`src/core/prsq_pkg.sv`:
```
// Purpose: Constants and types for the power-up and reset sequencer
// Assumes: 100 MHz system clock
// Notes: Times kept in their own units, cycle counts derived
package prsq_pkg;
  localparam int unsigned CLK_PERIOD_PS = 10000;
  localparam int unsigned INIT_WAIT_TIME_US = 150;
  localparam int unsigned INIT_WAIT_CYC = (INIT_WAIT_TIME_US * 1000000) / CLK_PERIOD_PS;
  localparam int unsigned CNT_W = 16;
  localparam logic [15:0] CFG0_DEFAULT = 16'h8F1F;
  localparam logic [15:0] CFG1_DEFAULT = 16'h0002;
  localparam logic [11:0] ROW_DEFAULT = 12'h000;
  localparam logic [11:0] ROW_LAST = 12'hFFF;

  typedef enum logic [2:0] {
    PRSQ_RESET = 3'h0,
    PRSQ_INIT = 3'h1,
    PRSQ_STANDBY = 3'h2,
    PRSQ_HSLEEP = 3'h3,
    PRSQ_DPD = 3'h4
  } prsq_state_t;

  typedef struct packed {
    logic [15:0] cfg0;
    logic [15:0] cfg1;
  } prsq_cfg_t;
endpackage

```
`src/core/prsq_top.sv`:
```
// Purpose: Power-up initialization and hardware reset sequencing of a self-refreshing DRAM
// Assumes: RESET_N pin is asynchronous to CLOCK; RST_N is the power-on reset from the voltage sensor
// Notes: Low-power entry requests and config writes come from neighbouring logic on CLOCK
// Behaviour
// - After power is stable the device self-initializes by refreshing the array for up to 150 us, then is ready.
// - With hardware reset held low at power-up, the initialization wait starts only once reset goes high.
// - Hardware reset low returns the device to standby from any operation or mode; here it enters PRSQ_RESET and reruns init before standby.
// - Hardware reset restores every configuration register to its default.
// - While reset is low self-refresh stops, array data is invalid and the row counter goes to its default.
// - Hardware reset forces exit from hybrid sleep and deep power-down.
// - When reset returns high self-refresh resumes from the default row counter.
`timescale 1ns/1ps
`default_nettype none
module prsq_top #(
  parameter int unsigned INIT_CYCLES = prsq_pkg::INIT_WAIT_CYC
) (
  input wire logic CLOCK, // System clock, 100 MHz
  input wire logic RST_N, // Power-on reset, active low
  input wire logic RESET_N, // Hardware reset pin, active low
  input wire logic HSLEEP_REQ, // Request to enter hybrid sleep
  input wire logic DPD_REQ, // Request to enter deep power-down
  input wire logic WAKE_REQ, // Request to leave a low-power state
  input wire logic CFG_WE, // Configuration write strobe
  input wire prsq_pkg::prsq_cfg_t CFG_WDATA, // Configuration write data
  output var prsq_pkg::prsq_cfg_t CFG, // Current configuration
  output logic READY, // Initialization done, accesses allowed
  output logic REFRESH_EN, // Self-refresh running
  output logic ARRAY_VALID, // Array contents considered valid
  output logic [11:0] ROW_CNT, // Self-refresh row counter
  output var prsq_pkg::prsq_state_t STATE // Sequencer state
);
  ////////////////////////////////////////////////////////////////////////////
  // Pin synchroniser: three stages, change accepted when stages two and three agree
  // A pin glitch shorter than one cycle is dropped, at the price of a four-cycle lag
  logic s1_r, s2_r, s3_r, rst_pin_r;
  always_ff @(posedge CLOCK or negedge RST_N) begin
    if (!RST_N) begin
      s1_r <= 1'b0;
      s2_r <= 1'b0;
      s3_r <= 1'b0;
      rst_pin_r <= 1'b0;
    end else begin
      s1_r <= RESET_N;
      s2_r <= s1_r;
      s3_r <= s2_r;
      if (s2_r == s3_r) begin
        rst_pin_r <= s3_r;
      end
    end
  end
  wire hw_rst = !rst_pin_r;

  ////////////////////////////////////////////////////////////////////////////
  // Sequencer
  // Init is run again after every hardware reset, so READY stays low until it ends
  prsq_pkg::prsq_state_t state_r, state_nxt;
  logic [prsq_pkg::CNT_W-1:0] cnt_r;
  logic valid_r;
  logic [11:0] row_r;
  prsq_pkg::prsq_cfg_t cfg_r;
  wire init_done = (cnt_r == prsq_pkg::CNT_W'(INIT_CYCLES - 1));
  wire refreshing = (state_r != prsq_pkg::PRSQ_RESET) && (state_r != prsq_pkg::PRSQ_DPD);

  always_comb begin
    state_nxt = state_r;
    unique case (state_r)
      // Wait held off until reset pin is high
      prsq_pkg::PRSQ_RESET: if (!hw_rst) begin
        state_nxt = prsq_pkg::PRSQ_INIT;
      end
      prsq_pkg::PRSQ_INIT: if (init_done) begin
        state_nxt = prsq_pkg::PRSQ_STANDBY;
      end
      prsq_pkg::PRSQ_STANDBY: begin
        if (DPD_REQ) begin
          state_nxt = prsq_pkg::PRSQ_DPD;
        end else if (HSLEEP_REQ) begin
          state_nxt = prsq_pkg::PRSQ_HSLEEP;
        end
      end
      prsq_pkg::PRSQ_HSLEEP, prsq_pkg::PRSQ_DPD: if (WAKE_REQ) begin
        state_nxt = prsq_pkg::PRSQ_STANDBY;
      end
      default: state_nxt = prsq_pkg::PRSQ_RESET;
    endcase
    // Hardware reset overrides every state
    if (hw_rst) begin
      state_nxt = prsq_pkg::PRSQ_RESET;
    end
  end

  always_ff @(posedge CLOCK or negedge RST_N) begin
    if (!RST_N) begin
      state_r <= prsq_pkg::PRSQ_RESET;
      cnt_r <= '0;
    end else begin
      state_r <= state_nxt;
      // Runs only in INIT, so every entry starts again from zero
      cnt_r <= (state_r == prsq_pkg::PRSQ_INIT) ? cnt_r + 1'b1 : '0;
    end
  end

  // Row counter held at default in reset, restarts from it on release
  always_ff @(posedge CLOCK or negedge RST_N) begin
    if (!RST_N) begin
      row_r <= prsq_pkg::ROW_DEFAULT;
    end else if (hw_rst) begin
      row_r <= prsq_pkg::ROW_DEFAULT;
    end else if (refreshing) begin
      row_r <= (row_r == prsq_pkg::ROW_LAST) ? prsq_pkg::ROW_DEFAULT : row_r + 1'b1;
    end
  end

  // Array only valid once a full initialization pass completes; deep power-down loses it
  always_ff @(posedge CLOCK or negedge RST_N) begin
    if (!RST_N) begin
      valid_r <= 1'b0;
    end else if (hw_rst || state_r == prsq_pkg::PRSQ_DPD) begin
      valid_r <= 1'b0;
    end else if (state_r == prsq_pkg::PRSQ_INIT && init_done) begin
      valid_r <= 1'b1;
    end
  end

  // Configuration defaults on any reset; writes ignored until ready
  always_ff @(posedge CLOCK or negedge RST_N) begin
    if (!RST_N) begin
      cfg_r <= {prsq_pkg::CFG0_DEFAULT, prsq_pkg::CFG1_DEFAULT};
    end else if (hw_rst) begin
      cfg_r <= {prsq_pkg::CFG0_DEFAULT, prsq_pkg::CFG1_DEFAULT};
    end else if (CFG_WE && state_r == prsq_pkg::PRSQ_STANDBY) begin
      cfg_r <= CFG_WDATA;
    end
  end

  // READY and REFRESH_EN decoded from the state register; other outputs straight from flops
  assign CFG = cfg_r;
  assign READY = (state_r == prsq_pkg::PRSQ_STANDBY);
  assign REFRESH_EN = refreshing;
  assign ARRAY_VALID = valid_r;
  assign ROW_CNT = row_r;
  assign STATE = state_r;

  ////////////////////////////////////////////////////////////////////////////
  // Checks
  // Cycles since the filtered pin last read low, kept apart from cnt_r
  // so that the init span check does not lean on the counter it judges
  logic [prsq_pkg::CNT_W-1:0] since_rel_r;
  always_ff @(posedge CLOCK or negedge RST_N) begin
    if (!RST_N) begin
      since_rel_r <= '0;
    end else if (hw_rst) begin
      since_rel_r <= '0;
    end else if (since_rel_r != '1) begin
      since_rel_r <= since_rel_r + 1'b1;
    end
  end
endmodule // prsq_top
`default_nettype wire

```
`config.mk`:
```
export PLATFORM = sky130hd
export DESIGN_NAME = prsq_top
export DESIGN_NICKNAME = d
export VERILOG_FILES = /design/src/core/prsq_pkg.sv /design/src/core/prsq_top.sv
export SDC_FILE = /design/constraint.sdc
export NUM_CORES = 1
export LEC_CHECK = 0
export BUFFER_PORTS_ARGS = -buffer_cell sky130_fd_sc_hd__clkbuf_2
export CAP_MARGIN = 10
export CORE_MARGIN = 5
export CORE_UTILIZATION = 40
export DETAILED_ROUTE_END_ITERATION = 6
export PLACE_DENSITY = 0.63
export SLEW_MARGIN = 20
export SYNTH_ARGS = -nofsm -noshare
export SYNTH_HDL_FRONTEND = slang
export SYNTH_SLANG_ARGS = --single-unit
```
`constraint.sdc`:
```
create_clock -name CLOCK -period 2.3 [get_ports CLOCK]
set_input_delay 0.115 -clock CLOCK [delete_from_list [all_inputs] [get_ports CLOCK]]
set_output_delay 0.115 -clock CLOCK [all_outputs]
set_load 0.005 [all_outputs]
```
==> results.json, run 1 <==
{
  "n_antenna_cell": 0,
  "synthDistinctLibCells": 38,
  "start_util": 0.405,
  "hp-class": "in -> reg",
  "layout_common_cells": "87 x clkbuf_2, 77 x nand2_1, 57 x dfrtp_1",
  "worst_pin_slew_ps": 494,
  "rows": 32,
  "start_kind": "register",
  "timing.rr.start": "cnt_r[3]$_DFF_PN0_",
  "path_clk_slew_ps": 80,
  "report.final.slew_viol_count": 0,
  "wl_met3_um": 374,
  "core_area_um2": 7650,
  "critPathCaptureType": "register",
  "crit_type": "reg -> reg",
  "pin_count": 89,
  "dr.pass1.iters": 4,
  "drv_cap": 0,
  "cts-root-buf": "clkbuf_8",
  "syn-num-nets": 365,
  "period_share": 0.867,
  "netlist_area_um2": 3100,
  "arrival_ps": 2270,
  "wl_per_cell_um": 13.6,
  "timing.final.ws_setup_ps": 307,
  "period_minus_slack_ps": 1990,
  "hold_start": "CFG_WDATA[5]",
  "finalSetupViolations": 0,
  "met2WireLength_um": 3640,
  "clock_path_buffers": 2,
  "drcViolationCount": 0,
  "grt_max_degree": 69,
  "dieArea_um2": 9600,
  "vias": 2703,
  "wl_met1_um": 3380,
  "drt_iter0_drc": 97,
  "numCtsBuffers": 9,
  "fin_util": 0.541,
  "instances_no_fill": 549,
  "grt_pass1_vias": 2685,
  "drive_gt1_frac": 0.275,
  "area_growth_syn_to_layout_pct": 33.6,
  "fin_nets": 483,
  "ys_warn_count": 0,
  "dpl.hpwl_um": 4990,
  "dp_cells": 503,
  "rsz0062_at_grt": "false",
  "track_usage": 0.163,
  "slew_headroom": 0.670,
  "dp_worst_setup_slack_ps": 325,
  "tns_ps": 0,
  "place.gp.congestion": 0.775,
  "synth_edf_count": 0,
  "peakVddDrop_mv": 0.291,
  "skew_ps": 10.9,
  "syn_inst": 324,
  "cp-startpoint": "cnt_r[3]$_DFF_PN0_",
  "final_common_cell": "clkbuf_2",
  "cts_max_level": 3,
  "yosysSeqAreaShare": 0.554,
  "drt-total-wl_um": 7470,
  "routed.top_layer": "met4",
  "ys.flop_type": "dfrtp_1",
  "grt_pass1_wl_um": 12900,
  "worst-path-max-fanout": 6,
  "syn_avg_cell_area_um2": 9.56,
  "cts_sinks": 68,
  "portBuffers": 88,
  "required_ps": 2580,
  "ys_ff_latch": 68,
  "async_flop_share": 1.00,
  "antenna_found_initial": 0,
  "status": "complete, no violations",
  "finalHoldViolCount": 0,
  "cts_tree": "built",
  "power.density_nw_per_um2": 562,
  "antenna_left": 0,
  "insertion_delay_ps": 340,
  "leakagePower_nw": 1.89,
  "die_height_um": 98.0,
  "die_w_um": 98.0,
  "gr-total-overflow": 0,
  "clock.fmax_ghz": 0.502,
  "timing.hold.ws_ps": 8.29,
  "via_per_inst": 4.92
}
==> registers in the layout, indices dropped and copies added, names as in the netlist <==
signal,cells
CFG,32
ROW_CNT,12
s1_r,1
rst_pin_r,1
s3_r,1
ARRAY_VALID,1
STATE,3
s2_r,1
cnt_r,16
==> cells in the mapped netlist (3+ instances only) <==
| master | number | area [um2] |
|---|---|---|
| and2_1 | 7 | 43.8 |
| a21oi_1 | 10 | 50.1 |
| nand4_1 | 6 | 37.5 |
| nor3b_1 | 3 | 22.5 |
| o21ai_0 | 10 | 50.1 |
| xnor2_1 | 17 | 149 |
| nand3_1 | 26 | 130 |
| nor2_1 | 20 | 75.1 |
| clkbuf_1 | 14 | 52.6 |
| dfstp_2 | 11 | 289 |
| a21boi_0 | 11 | 82.6 |
| a21boi_1 | 12 | 90.1 |
| buf_2 | 3 | 15.0 |
| nand2_1 | 77 | 289 |
| nor4_1 | 4 | 25.0 |
| dfrtp_1 | 57 | 1430 |
| inv_1 | 4 | 15.0 |
| or3_1 | 3 | 18.8 |
| nor3_1 | 5 | 25.0 |
==> worst paths after layout <==
kind | slack (ps) | cells past startpoint | endpoint
max | 310 | 4 | STATE[1]$_DFFE_PN0P_
min | 8 | 3 | CFG[5]$_DFFE_PN0P_
max reg2reg | 310 | 4 | STATE[1]$_DFFE_PN0P_
min reg2reg | 360 | 0 | s2_r$_DFF_PN0_
max in group asynchronous | 1660 | 3 | CFG[1]$_DFFE_PN1P_
min in group asynchronous | 320 | 3 | CFG[29]$_DFFE_PN0P_
==> logic make-up after synthesis <==
logic type	after synthesis	share of synthesized area
and+or+nand+nor	163	0.248
buffers and inverters	21	0.0267
adders and majority gates	3	0.0113
xor gates and xnor gates	19	0.0537
DFF	68	0.554
AOI/OAI and AO/OA	50	0.107
==> worst max-delay path, cell delays in order (launching register included) <==
cell and delay, ps:
dfrtp_1 440, or4_1 540, or4_4 510, o311ai_1 290
and2_1 160
==> area by class of cell <==
type                    instances  area [um2]
fillers                       708        3510
flip-flops and latches         68        1720
multi-input cells             235        1300
repair buffers                124         811
clock buffers                  10         128
well taps                     102         128
clock inverters                 6        41.3
inverters                       4        15.0
==> metrics by stage <==
| stage | cell area [um2] | power (mW) |
|---|---|---|
| 3_5_place_dp | 3670 | 1.45 |
| 5_1_grt | 4140 | 2.45 |
| 4_1_cts | 4140 | 2.35 |
| 3_3_place_gp | 3670 | 1.44 |
| 6_report | 4140 | 2.32 |
| 2_1_floorplan | 3100 | 1.34 |
==> per-layer routing <==
metal,track usage,vias to the layer above
met2,0.269,58
met1,0.207,1299
met3,0.0507,8
met5,0,-
li1,-,1338
met4,0.0479,0
==> where the power goes <==
part	switching, mW	internal (mW)	total (mW)
logic	0.111	0.107	0.218
clock network	0.471	0.391	0.862
registers	0.0271	1.22	1.24
total	0.609	1.71	2.32
==> what timing repair did <==
action	in CTS	in global routing
endpoints found under the hold margin	86	0
hold buffers	30	0
buffers inserted	0	0
resized for setup	0	0
Note: power is estimated with default switching activity, not from simulation.
==> run 2, diff against run 1 <==
clock period = 2 ns   (was 2.3 ns; I/O delays follow)
==> run 2 against run 1 <==
Combinational power up 25%. Flip-flop and latch count is the same. Register-to-register slack got worse by 230 ps. Total power grew 17%. Critical path depth is the same. Clock skew is 1.3 ps lower. Clock power rose by 18%. Worst setup slack lost 230 ps. Highest routed layer unchanged.
==> results.json, run 2 (synthesized netlist as in run 1, its figures left out) <==
{
  "wl_per_cell_um": 13.4,
  "rsz0062_at_grt": "false",
  "largest_reg_flops": 32,
  "cts_tree": "built",
  "dr.pass1.iters": 4,
  "die_w_um": 98.0,
  "slew_headroom": 0.651,
  "cts_sinks": 68,
  "die_height_um": 98.0,
  "cts-root-buf": "clkbuf_8",
  "period_share": 0.963,
  "via_per_inst": 4.84,
  "portBuffers": 88,
  "reg2reg_slack_ps": 70,
  "crit_type": "reg -> reg",
  "wl_met3_um": 422,
  "place.gp.congestion": 0.788,
  "drt_iter0_drc": 94,
  "worst-path-max-fanout": 5,
  "numCtsBuffers": 9,
  "tns_ps": 0,
  "path_clk_slew_ps": 70,
  "track_usage": 0.167,
  "insertion_delay_ps": 340,
  "rows": 32,
  "drive_gt1_frac": 0.284,
  "start_util": 0.405,
  "peakVddDrop_mv": 0.339,
  "skew_ps": 9.62,
  "critPathCaptureType": "register",
  "start_kind": "register",
  "layout_common_cells": "87 x clkbuf_2, 77 x nand2_1, 57 x dfrtp_1",
  "final_common_cell": "clkbuf_2",
  "antenna_found_initial": 0,
  "drcViolationCount": 0,
  "routed.top_layer": "met4",
  "r2r_end": "STATE[1]$_DFFE_PN0P_",
  "arrival_ps": 2200,
  "clock.fmax_ghz": 0.519,
  "report.final.slew_viol_count": 0,
  "hold_start": "DPD_REQ",
  "gr-total-overflow": 0,
  "grt_pass1_wl_um": 13000,
  "drv_cap": 0,
  "vias": 2704,
  "period_minus_slack_ps": 1930,
  "status": "complete, no violations",
  "wl_met1_um": 3310,
  "min_delay_path_depth": 3,
  "fin_util": 0.552,
  "grt_max_degree": 69,
  "met2WireLength_um": 3650,
  "pin_count": 89,
  "timing.rr.start": "cnt_r[5]$_DFF_PN0_",
  "dpl.hpwl_um": 4990,
  "power.density_nw_per_um2": 643,
  "dieArea_um2": 9600,
  "finalHoldViolCount": 0,
  "clock_path_buffers": 2,
  "core_area_um2": 7650,
  "antenna_left": 0,
  "finalSetupViolations": 0,
  "fin_nets": 493,
  "leakagePower_nw": 1.94,
  "grt_pass1_vias": 2686,
  "n_antenna_cell": 0,
  "area_growth_syn_to_layout_pct": 36.3,
  "r2r_cells": 4,
  "drt-total-wl_um": 7510,
  "hold-path-endpoint": "STATE[2]$_DFFE_PN0P_",
  "cts_max_level": 3,
  "worst_pin_slew_ps": 523,
  "required_ps": 2270,
  "hp-class": "in -> reg"
}
-- run 2: final cells by class --
| cell class | instances | area, um2 |
|---|---|---|
| Tap cell | 102 | 128 |
| Clock inverter | 5 | 36.3 |
| Fill cell | 663 | 3430 |
| Multi-Input combinational cell | 235 | 1300 |
| Inverter | 4 | 15.0 |
| Sequential cell | 68 | 1720 |
| Timing Repair Buffer | 134 | 883 |
| Clock buffer | 11 | 141 |
-- run 2: layer usage --
| metal | track usage | up-vias |
|---|---|---|
| met2 | 0.268 | 71 |
| met3 | 0.0514 | 11 |
| met4 | 0.0586 | 0 |
| met1 | 0.214 | 1267 |
| met5 | 0 | - |
| li1 | - | 1355 |
-- run 2: power breakdown --
group / leakage, nW / switching, mW / total [mW] / internal [mW]
clock: 0.0820 / 0.532 / 1.02 / 0.486
sequential: 0.899 / 0.0239 / 1.42 / 1.40
combinational: 0.958 / 0.137 / 0.273 / 0.136
total: 1.94 / 0.693 / 2.71 / 2.02
-- run 2: critical path, stage by stage, from the launching register on --
cell and delay (ps):
dfrtp_1 410, or4_1 550, or4_4 500, o311ai_1 250, and2_1 150
-- run 2: worst max path at each step --
stage                            start  cells past startpoint              endpoint
floorplan           cnt_r[3]$_DFF_PN0_                      4  STATE[1]$_DFFE_PN0P_
global placement    cnt_r[5]$_DFF_PN0_                      4  STATE[1]$_DFFE_PN0P_
detailed placement  cnt_r[5]$_DFF_PN0_                      4  STATE[1]$_DFFE_PN0P_
CTS                 cnt_r[5]$_DFF_PN0_                      4  STATE[1]$_DFFE_PN0P_
global route        cnt_r[5]$_DFF_PN0_                      4  STATE[1]$_DFFE_PN0P_
finish              cnt_r[5]$_DFF_PN0_                      4  STATE[1]$_DFFE_PN0P_
-- run 2: through the flow --
| stage | worst slack [ps] | power, mW | instances | hold WS (ps) | cell area [um2] |
|---|---|---|---|---|---|
| 3_3_place_gp | 88.8 | 1.66 | 508 | 150 | 3690 |
| 3_5_place_dp | 83.1 | 1.66 | 508 | 148 | 3690 |
| 4_1_cts | 67.9 | 2.75 | 558 | 70.9 | 4210 |
| 6_report | 74.1 | 2.71 | 559 | 96.7 | 4220 |
| 5_1_grt | 3.08 | 2.85 | 559 | 123 | 4220 |
| 2_1_floorplan | 156 | 1.54 | 324 | -196 | 3100 |
-- run 2: repair_timing --
item / 4_1_cts / 5_1_grt
endpoints found under the setup margin: 0 / 1
resized for setup: 0 / 1
hold buffers: 34 / 0
endpoints found under the hold margin: 90 / 0
buffers inserted: 0 / 1
